--- src/hw/slcp_pkg.sv ---
// constants, register map and state type of the serial link command port
package slcp_pkg;

  // ****************************************************************
  // register map (byte addresses on the AHB-Lite bus)
  // ****************************************************************
  localparam logic [7:0] OFF_CMD = 8'h00;
  localparam logic [7:0] OFF_DATA = 8'h04;
  localparam logic [7:0] OFF_CHAN = 8'h08;
  localparam int unsigned ADDR_DEC_W = 8;

  // ****************************************************************
  // command word layout
  // ****************************************************************
  localparam int unsigned CMD_W = 16;
  localparam int unsigned BIT_IGNORE = 31;
  localparam int unsigned BIT_WRITE = 15;
  localparam int unsigned BIT_ROM = 14;
  localparam int unsigned BIT_REQ = 13;
  localparam int unsigned BIT_XFER = 12;
  localparam int unsigned BIT_STARTSTOP = 11;
  localparam int unsigned TYPE_LSB = 8;
  localparam int unsigned MASK_LSB = 0;
  localparam int unsigned CHANS = 8;
  localparam logic [2:0] TYPE_STOP = 3'h0;
  localparam logic [2:0] TYPE_NORMAL = 3'h1;
  localparam logic [2:0] TYPE_SETUP = 3'h7;
  localparam logic [15:0] CMD_STOP_ALL = 16'h0800;

  // ****************************************************************
  // reset values
  // ****************************************************************
  localparam logic [15:0] CMD_RST = 16'h0000;
  localparam logic [7:0] DATA_RST = 8'h00;
  localparam logic [7:0] CHAN_RST = 8'h00;

  // ****************************************************************
  // local parameter space
  // ****************************************************************
  localparam logic [7:0] PAR_ADDR_IFTYPE = 8'h00;
  localparam logic [7:0] PAR_ADDR_IFWIDTH = 8'h01;
  localparam logic [7:0] PAR_ADDR_MAJOR = 8'h02;
  localparam logic [7:0] PAR_ADDR_MINOR = 8'h03;
  localparam logic [7:0] PAR_ADDR_GPIN = 8'h04;
  localparam logic [7:0] PAR_ADDR_GPOUT = 8'h05;
  localparam logic [7:0] PAR_ADDR_PROC = 8'h06;
  localparam logic [7:0] PAR_ADDR_CHANS = 8'h07;
  localparam logic [7:0] PAR_RAM_BASE = 8'h08;
  localparam int unsigned PAR_RAM_DEPTH = 8;
  localparam logic [7:0] PAR_IFTYPE = 8'h12;
  localparam logic [7:0] PAR_IFWIDTH = 8'h08;
  localparam logic [7:0] PAR_GP_NONE = 8'h00;
  localparam logic [7:0] PAR_CHANS = 8'h08;

  // ****************************************************************
  // timing
  // ****************************************************************
  localparam int unsigned CLK_MHZ = 20;
  localparam int unsigned XFER_TIMEOUT_US = 100;
  localparam int unsigned XFER_TIMEOUT_CYC = XFER_TIMEOUT_US * CLK_MHZ;
  localparam int unsigned PROC_RESET_NS = 500;
  localparam int unsigned PROC_RESET_CYC =
    (PROC_RESET_NS * CLK_MHZ + 999) / 1000;
  localparam int unsigned TMR_W = 12;

  typedef enum logic [2:0] {
    ST_IDLE,
    ST_EXEC,
    ST_XFER,
    ST_ROMRST,
    ST_DONE
  } slcp_state_t;

endpackage
--- src/hw/slcp_clkdiv.sv ---
// divide-by-two clock generator for the network interface chip
module slcp_clkdiv (
  input wire logic i_clk,
  input wire logic i_resetn,
  output logic o_clk_half
);

  logic half_q;

  // free-running toggle, so the output is exactly half the input rate
  always_ff @(posedge i_clk or negedge i_resetn) begin
    if (!i_resetn) begin
      half_q <= 1'b0;
    end else begin
      half_q <= ~half_q; // RL16
    end
  end

  assign o_clk_half = half_q;

endmodule

--- src/hw/slcp_command_port.sv ---
// command port of the serial link engine, with its AHB-Lite register slave
//
// ****************************************************************
// Functional notes
// RL1: command word is 16 bits, right-justified
// RL2: command and data registers face the processor
// RL3: bit 15 marks a parameter write
// RL4: bit 14 resets the internal processor
// RL5: bit 13 requests parameter read or write
// RL6: bit 12 requests a data transfer cycle
// RL7: start/stop type 000 stops masked channels
// RL8: type 001 starts masked channels, normal mode
// RL9: type 111 starts masked channels, setup mode
// RL10: only masked channels are started, stopped, transferred
// RL11: a written command starts at once
// RL12: completion clears the command register to zero
// RL13: busy command register reads the written command
// RL14: host writes no command while register nonzero
// RL15: stop-all is taken anytime and resets link
// RL16: one system clock; half-rate clock for network chip
// RL17: stop-all also clears all channel variables
// RL18: writes with bit 31 set are ignored; code ignores only command writes, data writes still land
// RL19: data register returns failed-channel mask
// RL20: other start/stop types complete as no-ops
// ****************************************************************
module slcp_command_port (
  input wire logic I_CLK_SYS,
  input wire logic I_RESETN,
  input wire logic I_HSEL,
  input wire logic [31:0] I_HADDR,
  input wire logic [1:0] I_HTRANS,
  input wire logic I_HWRITE,
  input wire logic [2:0] I_HSIZE,
  input wire logic [31:0] I_HWDATA,
  input wire logic I_HREADY,
  output logic O_HREADYOUT,
  output logic [31:0] O_HRDATA,
  output logic O_HRESP,
  input wire logic [7:0] I_CHAN_PRESENT,
  input wire logic [7:0] I_XFER_DONE,
  input wire logic [7:0] I_XFER_FAIL,
  output logic [7:0] O_CHAN_ACTIVE,
  output logic [7:0] O_CHAN_SETUP,
  output logic [7:0] O_XFER_REQ,
  output logic O_PROC_RESET,
  output logic O_LINK_RESET,
  output logic O_PHY_CLK
);

  // revision and processor type codes: values are arbitrary
  localparam logic [7:0] MAJOR_REV = 8'h01;
  localparam logic [7:0] MINOR_REV = 8'h00;
  localparam logic [7:0] PROC_TYPE = 8'h5a;
  localparam logic [11:0] XFER_TMO =
    12'(slcp_pkg::XFER_TIMEOUT_CYC);
  localparam logic [11:0] ROMRST_LEN =
    12'(slcp_pkg::PROC_RESET_CYC);

  // ****************************************************************
  // functions
  // ****************************************************************
  function automatic logic addr_is(input logic [7:0] a,
                                   input logic [7:0] off);
    addr_is = (a == off);
  endfunction

  function automatic logic [7:0] cmd_mask(input logic [15:0] c);
    cmd_mask = c[slcp_pkg::MASK_LSB +: slcp_pkg::CHANS];
  endfunction

  function automatic logic [7:0] par_const(input logic [7:0] a);
    case (a)
      slcp_pkg::PAR_ADDR_IFTYPE: par_const = slcp_pkg::PAR_IFTYPE;
      slcp_pkg::PAR_ADDR_IFWIDTH: par_const = slcp_pkg::PAR_IFWIDTH;
      slcp_pkg::PAR_ADDR_MAJOR: par_const = MAJOR_REV;
      slcp_pkg::PAR_ADDR_MINOR: par_const = MINOR_REV;
      slcp_pkg::PAR_ADDR_GPIN: par_const = slcp_pkg::PAR_GP_NONE;
      slcp_pkg::PAR_ADDR_GPOUT: par_const = slcp_pkg::PAR_GP_NONE;
      slcp_pkg::PAR_ADDR_PROC: par_const = PROC_TYPE;
      slcp_pkg::PAR_ADDR_CHANS: par_const = slcp_pkg::PAR_CHANS;
      default: par_const = 8'h00;
    endcase
  endfunction

  // ****************************************************************
  // AHB-Lite slave
  // ****************************************************************
  logic ap_take;
  logic dp_wr_q;
  logic dp_rd_q;
  logic [7:0] dp_addr_q;
  logic dp_hit_q;
  logic hready_q;
  logic [31:0] hrdata_q;
  logic wr_en;
  logic wr_cmd;
  logic wr_data;

  logic [15:0] cmd_q;
  logic [7:0] data_q;
  logic [7:0] active_q;
  logic [7:0] setup_q;

  assign ap_take = I_HSEL & I_HTRANS[1] & I_HREADY;
  assign wr_en = dp_wr_q & dp_hit_q;
  assign wr_cmd = wr_en & addr_is(dp_addr_q, slcp_pkg::OFF_CMD);
  assign wr_data = wr_en & addr_is(dp_addr_q, slcp_pkg::OFF_DATA);

  // reads take one wait state so that hrdata comes from a flop and
  // always reflects a write that finished in the previous cycle
  always_ff @(posedge I_CLK_SYS or negedge I_RESETN) begin
    if (!I_RESETN) begin
      dp_wr_q <= 1'b0;
      dp_rd_q <= 1'b0;
      dp_addr_q <= 8'h00;
      dp_hit_q <= 1'b0;
      hready_q <= 1'b1;
      hrdata_q <= 32'h0000_0000;
    end else if (dp_rd_q && !hready_q) begin
      hready_q <= 1'b1;
      dp_rd_q <= 1'b0;
      dp_wr_q <= 1'b0;
      if (!dp_hit_q) begin
        hrdata_q <= 32'h0000_0000;
      end else if (addr_is(dp_addr_q, slcp_pkg::OFF_CMD)) begin
        hrdata_q <= {16'h0000, cmd_q}; // RL1 RL13
      end else if (addr_is(dp_addr_q, slcp_pkg::OFF_DATA)) begin
        hrdata_q <= {24'h00_0000, data_q}; // RL2
      end else if (addr_is(dp_addr_q, slcp_pkg::OFF_CHAN)) begin
        hrdata_q <= {16'h0000, setup_q, active_q};
      end else begin
        hrdata_q <= 32'h0000_0000;
      end
    end else if (ap_take) begin
      dp_wr_q <= I_HWRITE;
      dp_rd_q <= ~I_HWRITE;
      hready_q <= I_HWRITE;
      dp_addr_q <= I_HADDR[7:0];
      dp_hit_q <= (I_HADDR[31:8] == 24'h00_0000) &
                  (I_HADDR[1:0] == 2'h0);
    end else begin
      dp_wr_q <= 1'b0;
      dp_rd_q <= 1'b0;
    end
  end

  // ****************************************************************
  // command decode
  // ****************************************************************
  slcp_pkg::slcp_state_t state_q;
  logic [11:0] tmr_q;
  logic [7:0] pend_q;
  logic [7:0] fail_q;
  logic [7:0] xfer_req_q;
  logic proc_rst_q;
  logic link_rst_q;

  logic host_ign;
  logic host_stop_all;
  logic host_take;
  logic [15:0] host_cmd;

  logic exec;
  logic [2:0] c_type;
  logic [7:0] c_mask;
  logic do_rom;
  logic do_par;
  logic do_ss;
  logic do_xfer;
  logic do_stop;
  logic do_stop_all;
  logic do_start_n;
  logic do_start_s;
  logic [7:0] start_ok;
  logic [7:0] pend_d;
  logic [7:0] fail_d;
  logic xfer_end;

  assign host_cmd = I_HWDATA[15:0];
  assign host_ign = I_HWDATA[slcp_pkg::BIT_IGNORE]; // RL18
  assign host_stop_all = (host_cmd == slcp_pkg::CMD_STOP_ALL); // RL15
  // a write to a busy register is refused unless it is stop-all
  assign host_take = wr_cmd & ~host_ign &
                     ((state_q == slcp_pkg::ST_IDLE) | host_stop_all);

  assign exec = (state_q == slcp_pkg::ST_EXEC);
  assign c_type = cmd_q[slcp_pkg::TYPE_LSB +: 3];
  assign c_mask = cmd_mask(cmd_q);
  assign do_rom = exec & cmd_q[slcp_pkg::BIT_ROM]; // RL4
  assign do_par = exec & ~cmd_q[slcp_pkg::BIT_ROM] &
                  cmd_q[slcp_pkg::BIT_REQ]; // RL5
  assign do_ss = exec & ~cmd_q[slcp_pkg::BIT_ROM] &
                 ~cmd_q[slcp_pkg::BIT_REQ] &
                 cmd_q[slcp_pkg::BIT_STARTSTOP];
  assign do_xfer = exec & ~cmd_q[slcp_pkg::BIT_ROM] &
                   ~cmd_q[slcp_pkg::BIT_REQ] &
                   ~cmd_q[slcp_pkg::BIT_STARTSTOP] &
                   cmd_q[slcp_pkg::BIT_XFER]; // RL6
  assign do_stop = do_ss & (c_type == slcp_pkg::TYPE_STOP); // RL7
  assign do_stop_all = do_stop & (c_mask == 8'h00); // RL17
  assign do_start_n = do_ss & (c_type == slcp_pkg::TYPE_NORMAL); // RL8
  assign do_start_s = do_ss & (c_type == slcp_pkg::TYPE_SETUP); // RL9
  assign start_ok = c_mask & I_CHAN_PRESENT; // RL10

  // transfer bookkeeping: a channel leaves the pending set on done
  // or fail; fail marks it in the result mask
  assign pend_d = pend_q & ~(I_XFER_DONE | I_XFER_FAIL);
  assign fail_d = fail_q | (pend_q & I_XFER_FAIL);
  assign xfer_end = (state_q == slcp_pkg::ST_XFER) &
                    ((pend_d == 8'h00) | (tmr_q == 12'h000));

  // ****************************************************************
  // command sequencer
  // ****************************************************************
  always_ff @(posedge I_CLK_SYS or negedge I_RESETN) begin
    if (!I_RESETN) begin
      state_q <= slcp_pkg::ST_IDLE;
      cmd_q <= slcp_pkg::CMD_RST;
      tmr_q <= 12'h000;
      pend_q <= 8'h00;
      fail_q <= 8'h00;
    end else if (host_take) begin
      // stop-all overrides any pending command, even a completing one
      cmd_q <= host_cmd; // RL1 RL11 RL15
      state_q <= slcp_pkg::ST_EXEC; // RL11
      tmr_q <= 12'h000;
      pend_q <= 8'h00;
      fail_q <= 8'h00;
    end else begin
      case (state_q)
        slcp_pkg::ST_IDLE: begin
          state_q <= slcp_pkg::ST_IDLE;
        end
        slcp_pkg::ST_EXEC: begin
          if (do_rom) begin
            tmr_q <= ROMRST_LEN - 12'h001;
            state_q <= slcp_pkg::ST_ROMRST;
          end else if (do_xfer) begin
            // inactive channels are never asked; they report failed
            pend_q <= c_mask & active_q;
            fail_q <= c_mask & ~active_q; // RL19
            tmr_q <= XFER_TMO;
            state_q <= slcp_pkg::ST_XFER;
          end else begin
            state_q <= slcp_pkg::ST_DONE; // RL20
          end
        end
        slcp_pkg::ST_XFER: begin
          pend_q <= pend_d;
          fail_q <= fail_d;
          tmr_q <= tmr_q - 12'h001;
          if (xfer_end) begin
            state_q <= slcp_pkg::ST_DONE;
          end
        end
        slcp_pkg::ST_ROMRST: begin
          tmr_q <= tmr_q - 12'h001;
          if (tmr_q == 12'h000) begin
            state_q <= slcp_pkg::ST_DONE;
          end
        end
        slcp_pkg::ST_DONE: begin
          cmd_q <= slcp_pkg::CMD_RST; // RL12
          state_q <= slcp_pkg::ST_IDLE;
        end
        default: begin
          cmd_q <= slcp_pkg::CMD_RST;
          state_q <= slcp_pkg::ST_IDLE;
        end
      endcase
    end
  end

  // ****************************************************************
  // channel state
  // ****************************************************************
  always_ff @(posedge I_CLK_SYS or negedge I_RESETN) begin
    if (!I_RESETN) begin
      active_q <= slcp_pkg::CHAN_RST;
      setup_q <= slcp_pkg::CHAN_RST;
    end else if (do_stop_all) begin
      active_q <= slcp_pkg::CHAN_RST; // RL17
      setup_q <= slcp_pkg::CHAN_RST;
    end else if (do_stop) begin
      active_q <= active_q & ~c_mask; // RL7 RL10
      setup_q <= setup_q & ~c_mask;
    end else if (do_start_n) begin
      active_q <= active_q | start_ok; // RL8
      setup_q <= setup_q & ~start_ok;
    end else if (do_start_s) begin
      active_q <= active_q | start_ok; // RL9
      setup_q <= setup_q | start_ok;
    end
  end

  // transfer request: one-cycle pulse on each channel asked to move
  always_ff @(posedge I_CLK_SYS or negedge I_RESETN) begin
    if (!I_RESETN) begin
      xfer_req_q <= 8'h00;
    end else if (do_xfer) begin
      xfer_req_q <= c_mask & active_q; // RL6 RL10
    end else begin
      xfer_req_q <= 8'h00;
    end
  end

  // ****************************************************************
  // local parameter storage
  // ****************************************************************
  logic [7:0] par_ram [slcp_pkg::PAR_RAM_DEPTH];
  logic par_in_ram;
  logic [2:0] par_idx;
  logic [7:0] par_rd;

  assign par_in_ram = (c_mask[7:3] == slcp_pkg::PAR_RAM_BASE[7:3]);
  assign par_idx = c_mask[2:0];
  assign par_rd = par_in_ram ? par_ram[par_idx] : par_const(c_mask);

  // the fixed parameters are read only; writes to them are dropped
  always_ff @(posedge I_CLK_SYS or negedge I_RESETN) begin
    if (!I_RESETN) begin
      for (int i = 0; i < slcp_pkg::PAR_RAM_DEPTH; i++) begin
        par_ram[i] <= 8'h00;
      end
    end else if (do_stop_all) begin
      for (int i = 0; i < slcp_pkg::PAR_RAM_DEPTH; i++) begin
        par_ram[i] <= 8'h00; // RL17
      end
    end else if (do_par && cmd_q[slcp_pkg::BIT_WRITE] && par_in_ram) begin
      par_ram[par_idx] <= data_q; // RL3
    end
  end

  // ****************************************************************
  // data register
  // ****************************************************************
  // hardware results win over a host write landing in the same cycle
  always_ff @(posedge I_CLK_SYS or negedge I_RESETN) begin
    if (!I_RESETN) begin
      data_q <= slcp_pkg::DATA_RST;
    end else if (do_start_n || do_start_s) begin
      data_q <= c_mask & ~I_CHAN_PRESENT; // RL19
    end else if (xfer_end) begin
      data_q <= fail_d | pend_d; // RL19
    end else if (do_par && !cmd_q[slcp_pkg::BIT_WRITE]) begin
      data_q <= par_rd; // RL5
    end else if (wr_data) begin
      data_q <= I_HWDATA[7:0]; // RL2
    end
  end

  // ****************************************************************
  // resets toward the processor and the link
  // ****************************************************************
  always_ff @(posedge I_CLK_SYS or negedge I_RESETN) begin
    if (!I_RESETN) begin
      proc_rst_q <= 1'b0;
      link_rst_q <= 1'b0;
    end else begin
      proc_rst_q <= do_rom | (state_q == slcp_pkg::ST_ROMRST &&
                              tmr_q != 12'h000); // RL4
      link_rst_q <= do_stop_all; // RL15
    end
  end

  // ****************************************************************
  // network chip clock
  // ****************************************************************
  slcp_clkdiv u_clkdiv (
    .i_clk(I_CLK_SYS),
    .i_resetn(I_RESETN),
    .o_clk_half(O_PHY_CLK)
  );

  // hsize is not checked: only whole-word transfers are supported
  assign O_HREADYOUT = hready_q;
  assign O_HRDATA = hrdata_q;
  assign O_HRESP = 1'b0;
  assign O_CHAN_ACTIVE = active_q;
  assign O_CHAN_SETUP = setup_q;
  assign O_XFER_REQ = xfer_req_q;
  assign O_PROC_RESET = proc_rst_q;
  assign O_LINK_RESET = link_rst_q;

endmodule

--- config.mk ---
export PLATFORM = sky130hd
export DESIGN_NAME = slcp_command_port
export DESIGN_NICKNAME = d
export VERILOG_FILES = /design/src/hw/slcp_pkg.sv /design/src/hw/slcp_clkdiv.sv /design/src/hw/slcp_command_port.sv
export SDC_FILE = /design/constraint.sdc
export NUM_CORES = 1
export LEC_CHECK = 0
export ABC_AREA = 0
export BUFFER_PORTS_ARGS = -buffer_cell sky130_fd_sc_hd__buf_2
export CAP_MARGIN = 20
export CORE_MARGIN = 1
export CORE_UTILIZATION = 29
export DETAILED_ROUTE_END_ITERATION = 6
export GPL_TIMING_DRIVEN = 1
export PLACE_DENSITY = 0.57
export SYNTH_ARGS = -nofsm -noshare
export SYNTH_HDL_FRONTEND = slang
export SYNTH_SLANG_ARGS = --single-unit
--- constraint.sdc ---
create_clock -name I_CLK_SYS -period 2.5 [get_ports I_CLK_SYS]
set_input_delay 0.25 -clock I_CLK_SYS [delete_from_list [all_inputs] [get_ports I_CLK_SYS]]
set_output_delay 0.25 -clock I_CLK_SYS [all_outputs]
set_load 0.05 [all_outputs]
# --- After elaboration in Yosys (flattened, before gate mapping) ---
# Memories as Yosys holds them, arrays and structs flattened.
# Cells that the tools add are included.
totals:
  memories: 1
  out_inout_bits: 61
  inputBits: 98
  elab_cells: 179
  reg_bits: 190
  romBits: 40
  latchBits: 0
  ramBits: 0
op_classes:
  bitwise: 50
  n_lt_le_gt_ge: 2
  n_eq_ne: 15
  div_mod_pow: 0
  n_shift: 0
  n_mul: 0
  reduce_logical: 31
  mux: 53
  add_sub_neg: 1
mem_list:
  columns: ["memory", "depth", "word_bits", "rd", "rd_ports_with_merged_regs", "write_ports", "line", "text"]
  rows:
  - ["(name not given)", 8, 5, 1, 0, 0, "slcp_command_port.sv:72", "case (a)"]
op_table:
  columns: ["operator", "n"]
  rows:
  - ["8-bit two-way mux", 24]
  - ["64-bit two-way mux", 2]
  - ["16-bit two-way mux", 6]
  - ["8-bit bitwise AND", 9]
  - ["64-bit bitwise mux", 1]
  - ["8-bit inverter", 5]
  - ["8-bit OR", 5]
  - ["12-bit two-way mux", 3]
  - ["8-bit one-hot mux with 2 select lines", 2]
  - ["8-bit binary-select mux with 3-bit select", 1]
  - ["8-bit demux with 3-bit select", 1]
  - ["24-bit zero test", 1]
  - ["8-bit zero test", 3]
  - ["12-bit one-hot mux with 2 select lines", 1]
  - ["1-bit bitwise AND", 20]
  - ["16-bit by 12-bit equality test with 1-bit output (second input constant)", 1]
  - ["3-bit two-way mux", 5]
  - ["12-bit zero test", 1]
  - ["12-bit nonzero test", 1]
  - ["12-bit by 1-bit subtractor with 12-bit output (second input constant)", 1]
  - ["3-bit != test (second input constant)", 3]
  - ["3-bit one-hot mux with 3 select lines", 1]
  - ["8-bit by 3-bit equality test with 1-bit output (second input constant)", 1]
  - ["8-bit by 4-bit equality test with 1-bit output (second input constant)", 1]
  - ["26 further kinds", 53]

# --- Logic depth before layout (Yosys ltp) ---
depth:
  depth_word: 9
  mapped_depth: 10

# --- Modules after synthesis ---
# Synthesis repeated with hierarchy kept, for this count alone.
hier_totals:
  hier_cells: 1015
  hier_area_um2: 9100.0
modules_own_cells:
  columns: ["mod", "cells_each", "seq_area_each_um2", "area_each_um2", "instances"]
  rows:
  - ["slcp_command_port", 1013, 4330.4, 9071.2, 1]
  - ["slcp_clkdiv", 2, 25.0, 28.8, 1]

# --- Worst setup path before layout ---
# OpenSTA, ideal clock, no wires.
synth_timing:
  path_type: "reg2reg"
  from: "register cmd_q[4]"
  to: "register active_q[2], in the netlist O_CHAN_ACTIVE[2]"
  path_slack_ps: 0
  period_less_slack_ps: 2500
  path_buffers: 4
  t_arrival_ps: 2380
  required_time_ps: 2381
  path_stages_with_launch: 11
  path_cell_list: "dfrtp_1 > buf_6 > or4_1 > or3_4 > or4_4 > buf_6 > clkinv_4 > buf_8 > buf_8 > a21oi_1 > o21a_1"
synth_via:
  elab_chain_len: 3
synth_rtl:
  columns: ["element", "line", "text"]
  rows:
  - ["from (decl)", "slcp_command_port.sv:99", "logic [15:0] cmd_q;"]
  - ["from (signal assigned)", "slcp_command_port.sv:218", "cmd_q <= slcp_pkg::CMD_RST;"]
  - ["from (signal assigned)", "slcp_command_port.sv:224", "cmd_q <= host_cmd;"]
  - ["from (signal assigned)", "slcp_command_port.sv:263", "cmd_q <= slcp_pkg::CMD_RST;"]
  - ["8-bit zero test *", "slcp_command_port.sv:200", "assign do_stop_all = do_stop & (c_mask == 8'h00);"]
  - ["1-bit bitwise AND *", "slcp_command_port.sv:200", null]
  - ["4-bit nonzero test (no source line) / 8-bit two-way mux (equally long branches)", null, null]
  - ["to (signal assigned)", "slcp_command_port.sv:279", "active_q <= slcp_pkg::CHAN_RST;"]
  - ["to (signal assigned)", "slcp_command_port.sv:282", "active_q <= slcp_pkg::CHAN_RST;"]
  - ["to (signal assigned)", "slcp_command_port.sv:285", "active_q <= active_q & ~c_mask;"]
  - ["to (decl)", "slcp_command_port.sv:101", "logic [7:0] active_q;"]
# Mark *: on every way between the ends. The rest lies on a longest branch, timed or not.
# A chain may end at the register's enable or synchronous reset.

# --- Worst setup path after layout ---
layout_timing:
  from: "register cmd_q[4]"
  to: "register active_q[5], in the netlist O_CHAN_ACTIVE[5]"
# Same word-level chain as after synthesis.

==> metrics.yaml <==
status: "completed"
clock.fmax_ghz: 0.417
ir_drop_mv: 0.440
clk_pin_slew_ns: 0.07
finish.instance_area_mm2: 0.0109
critPathTopFamily: "simple AND/OR/NAND/NOR gates"
dp_hpwl_um: 20700
grt_usage: 0.183
dieWidth_um: 178
core_area_mm2: 0.0305
grt_pass1_vias: 7484
cp_slowest_cell: "or4_4"
grt_pass1_wl_um: 43500
yosys-top-cells-area: "dfrtp_1 48%, nand2_1 7.9%, a21oi_1 6.5%, mux2i_1 3.7%, o21ai_0 2.7%"
synthMuxAreaShare: 0.0518
detail_route.wl_per_cell_um: 18.7
cp_cell_sequence: "or4_4, or3_4, or4_4, clkinv_4, buf_12, a21oi_1, o21a_1"
tightest_slew_ns: 0.738
synth_top_area_share: 0.482
path_buf_inv: 2
yosys_most_used_dff: "dfrtp_1"
cts_buffer_depth: 2
numCtsBuffers: 17
synth.most_common_cell: "nand2_1"
synthArstFlopShare: 1.00
synth-compound-area-share: 0.192
cts.sinks: 174
skew_ns: 0.00926
postSynthCellCount: 995
post_dp_cell_area_mm2: 0.0103
finalHoldViolCount: 0
crit_fanout: 16
yosysTopAreaCell: "dfrtp_1"
cts-root-buf: "clkbuf_16"
end_kind: "flop"
postRouteAntennaNets: 0
area_growth_pct: 21.6
fin_crit_ns: 2.40
cts_setup_buffers: 0
synth_edf_count: 0
synth.avg_cell_area_um2: 9.03
final_cell_count_no_fill: 1541
yosys_warnings: 0
reg2reg_setup_slack_ns: 0.10
synth_xor_area_frac: 0.000975
synth_fa_ha_area_frac: 0.00139
synth_area_mm2: 0.00898
crit_type: "reg2reg"
first_pass_iters: 5
drv_cap: 0
synth-seq-area-share: 0.485
vias_per_cell: 5.25
synthSimpleGateAreaFrac: 0.207
vias: 8087
die_height_um: 178
synth_cell_types: 66
drtIter0Drc: 768
slew_violations: 0
drc_errors: 0
synth_top_family_by_area: "simple AND/OR/NAND/NOR gates"
critical_path.most_common_cell: "or4_4"
finalSetupViolCount: 0
grt_max_degree: 53
antenna_found_initial: 0
hp-class: "in2reg"
worstPathArrival_ns: 2.72
die_area_mm2: 0.0317
grt_overflow: 0
ys_ff_latch: 174
drive_gt1_frac: 0.217
synth_commonest_cells: "190 x nand2_1, 173 x dfrtp_1, 117 x a21oi_1"
cp_slowest_stage_delay_ns: 0.55
clk_latency_ns: 0.44
whs_ns: 0.0144
start_util: 0.294
register_area_mm2: 0.00436
critPathRequiredTime_ns: 2.83
power.static_leakage_nw: 4.95
port_buffers: 122
cp-start-kind: "flop"
htreeDepth: 4
wirelength_um: 28900
slew-limit-headroom: 0.504
row_count: 64
globalplace.congestion: 0.861
powerDensity_mw_per_mm2: 534
io_pins: 159
fin_nets: 1230
fillers: 3113
multiInputGateArea_mm2: 0.00419
cts_tree: "yes"
dp.cells: 1503
finalCritPeriodShare: 0.959
timing repair:
action                                  in CTS  in global routing
pin swaps                                    3                  3
endpoints found under the setup margin       5                 23
gates resized for setup                      2                 11
endpoints found under the hold margin       52                  0
hold buffers                                 5                  0
worst reg2reg max path, stage by stage, from the launching register on:
cell      delay, ns
dfrtp_1        0.38
or4_4          0.55
or3_4          0.37
or4_4          0.53
clkinv_4       0.11
buf_12         0.15
a21oi_1        0.07
o21a_1         0.15
cells in the final DEF, fill, tap and decap left out, types with 5 or more instances in the layout:
cell type      Yosys  layout
nand2_1          190     190
dfrtp_1          173     172
buf_2              6     121
a21oi_1          117     115
buf_4             21      56
o21ai_0           48      47
nor2_1            47      45
nand3_1           37      37
mux2i_1           33      33
inv_1             21      21
a22o_1            21      21
a22oi_1           19      19
and3_1            17      17
conb_1             1      17
clkbuf_16          0      17
o31ai_1           17      16
nor4_1            15      14
nand2b_1          13      13
nor3b_1           12      12
a31oi_1           10      10
nor2b_1            9       9
o21ai_1            8       9
o21a_1             8       8
or3_1              8       7
buf_12             0       7
nor3_1             6       6
mux4_2             6       6
clkinv_4           1       5
nand3b_1           5       5
a32o_1             5       5
dlygate4sd3_1      0       5
sequential cells by signal (all words and copies together) (netlist names), 3 cells and up:
| name | flops |
|---|---|
| O_HRDATA | 16 |
| pend_q | 8 |
| O_CHAN_ACTIVE | 8 |
| par_ram | 64 |
| dp_addr_q | 8 |
| fail_q | 8 |
| data_q | 8 |
| O_CHAN_SETUP | 8 |
| O_XFER_REQ | 8 |
| cmd_q | 16 |
| state_q | 3 |
| tmr_q | 12 |
per-layer routing:
layer	track usage	vias to the layer above	share of wire
li1	-	3759	-
met1	0.256	4044	0.45
met2	0.285	254	0.48
met3	0.0339	30	0.055
met4	0.0534	0	0.021
met5	0	-	0
per-stage QoR:
stage                util  total power [mW]  worst slack (ns)   TNS [ns]
detailed placement  0.336              3.28           -0.0692     -0.158
floorplan               -              3.10          0.000490          0
CTS                 0.357              5.88            0.0140          0
finish              0.358              5.84             0.102          0
global route        0.358              6.03         -0.000484  -0.000484
global placement    0.336              3.28           -0.0128    -0.0234
power breakdown:
group	leakage, nW	switching [mW]	internal (mW)	total [mW]
clock	0.270	1.27	1.34	2.61
combinational	2.31	0.253	0.120	0.373
sequential	2.37	0.0159	2.84	2.86
cells by family after synthesis:
| logic type | Yosys count |
|---|---|
| AND/OR/NAND/NOR | 388 |
| AO/OA/AOI/OAI | 280 |
| flip-flops | 174 |
| buffers and inverters | 111 |
| multiplexers | 39 |
| adder cells (fa/ha/maj) | 1 |
| other | 1 |
| XOR/XNOR | 1 |
worst paths after layout:
path	from	endpoint	cells after the start
worst max-delay path	cmd_q[4]	O_CHAN_ACTIVE[5]	7
worst min-delay path	I_HADDR[2]	dp_addr_q[2]	3
worst max register to register	cmd_q[4]	O_CHAN_ACTIVE[5]	7
worst min register to register	u_clkdiv.o_clk_half	u_clkdiv.o_clk_half	1
max in group asynchronous	I_RESETN	cmd_q[9]	3
min in group asynchronous	I_RESETN	u_clkdiv.o_clk_half	2
final cells by class:
cell class | instances | share of cell area
tap | 396 | 0.0454
inverter | 22 | 0.00802
clock inverter | 14 | 0.0116
multi-input combinational | 726 | 0.383
antenna | 1 | 0.000229
timing repair buffer | 190 | 0.112
clock buffer | 18 | 0.0402
sequential | 174 | 0.399
Note: power is estimated with default switching activity, not from simulation.
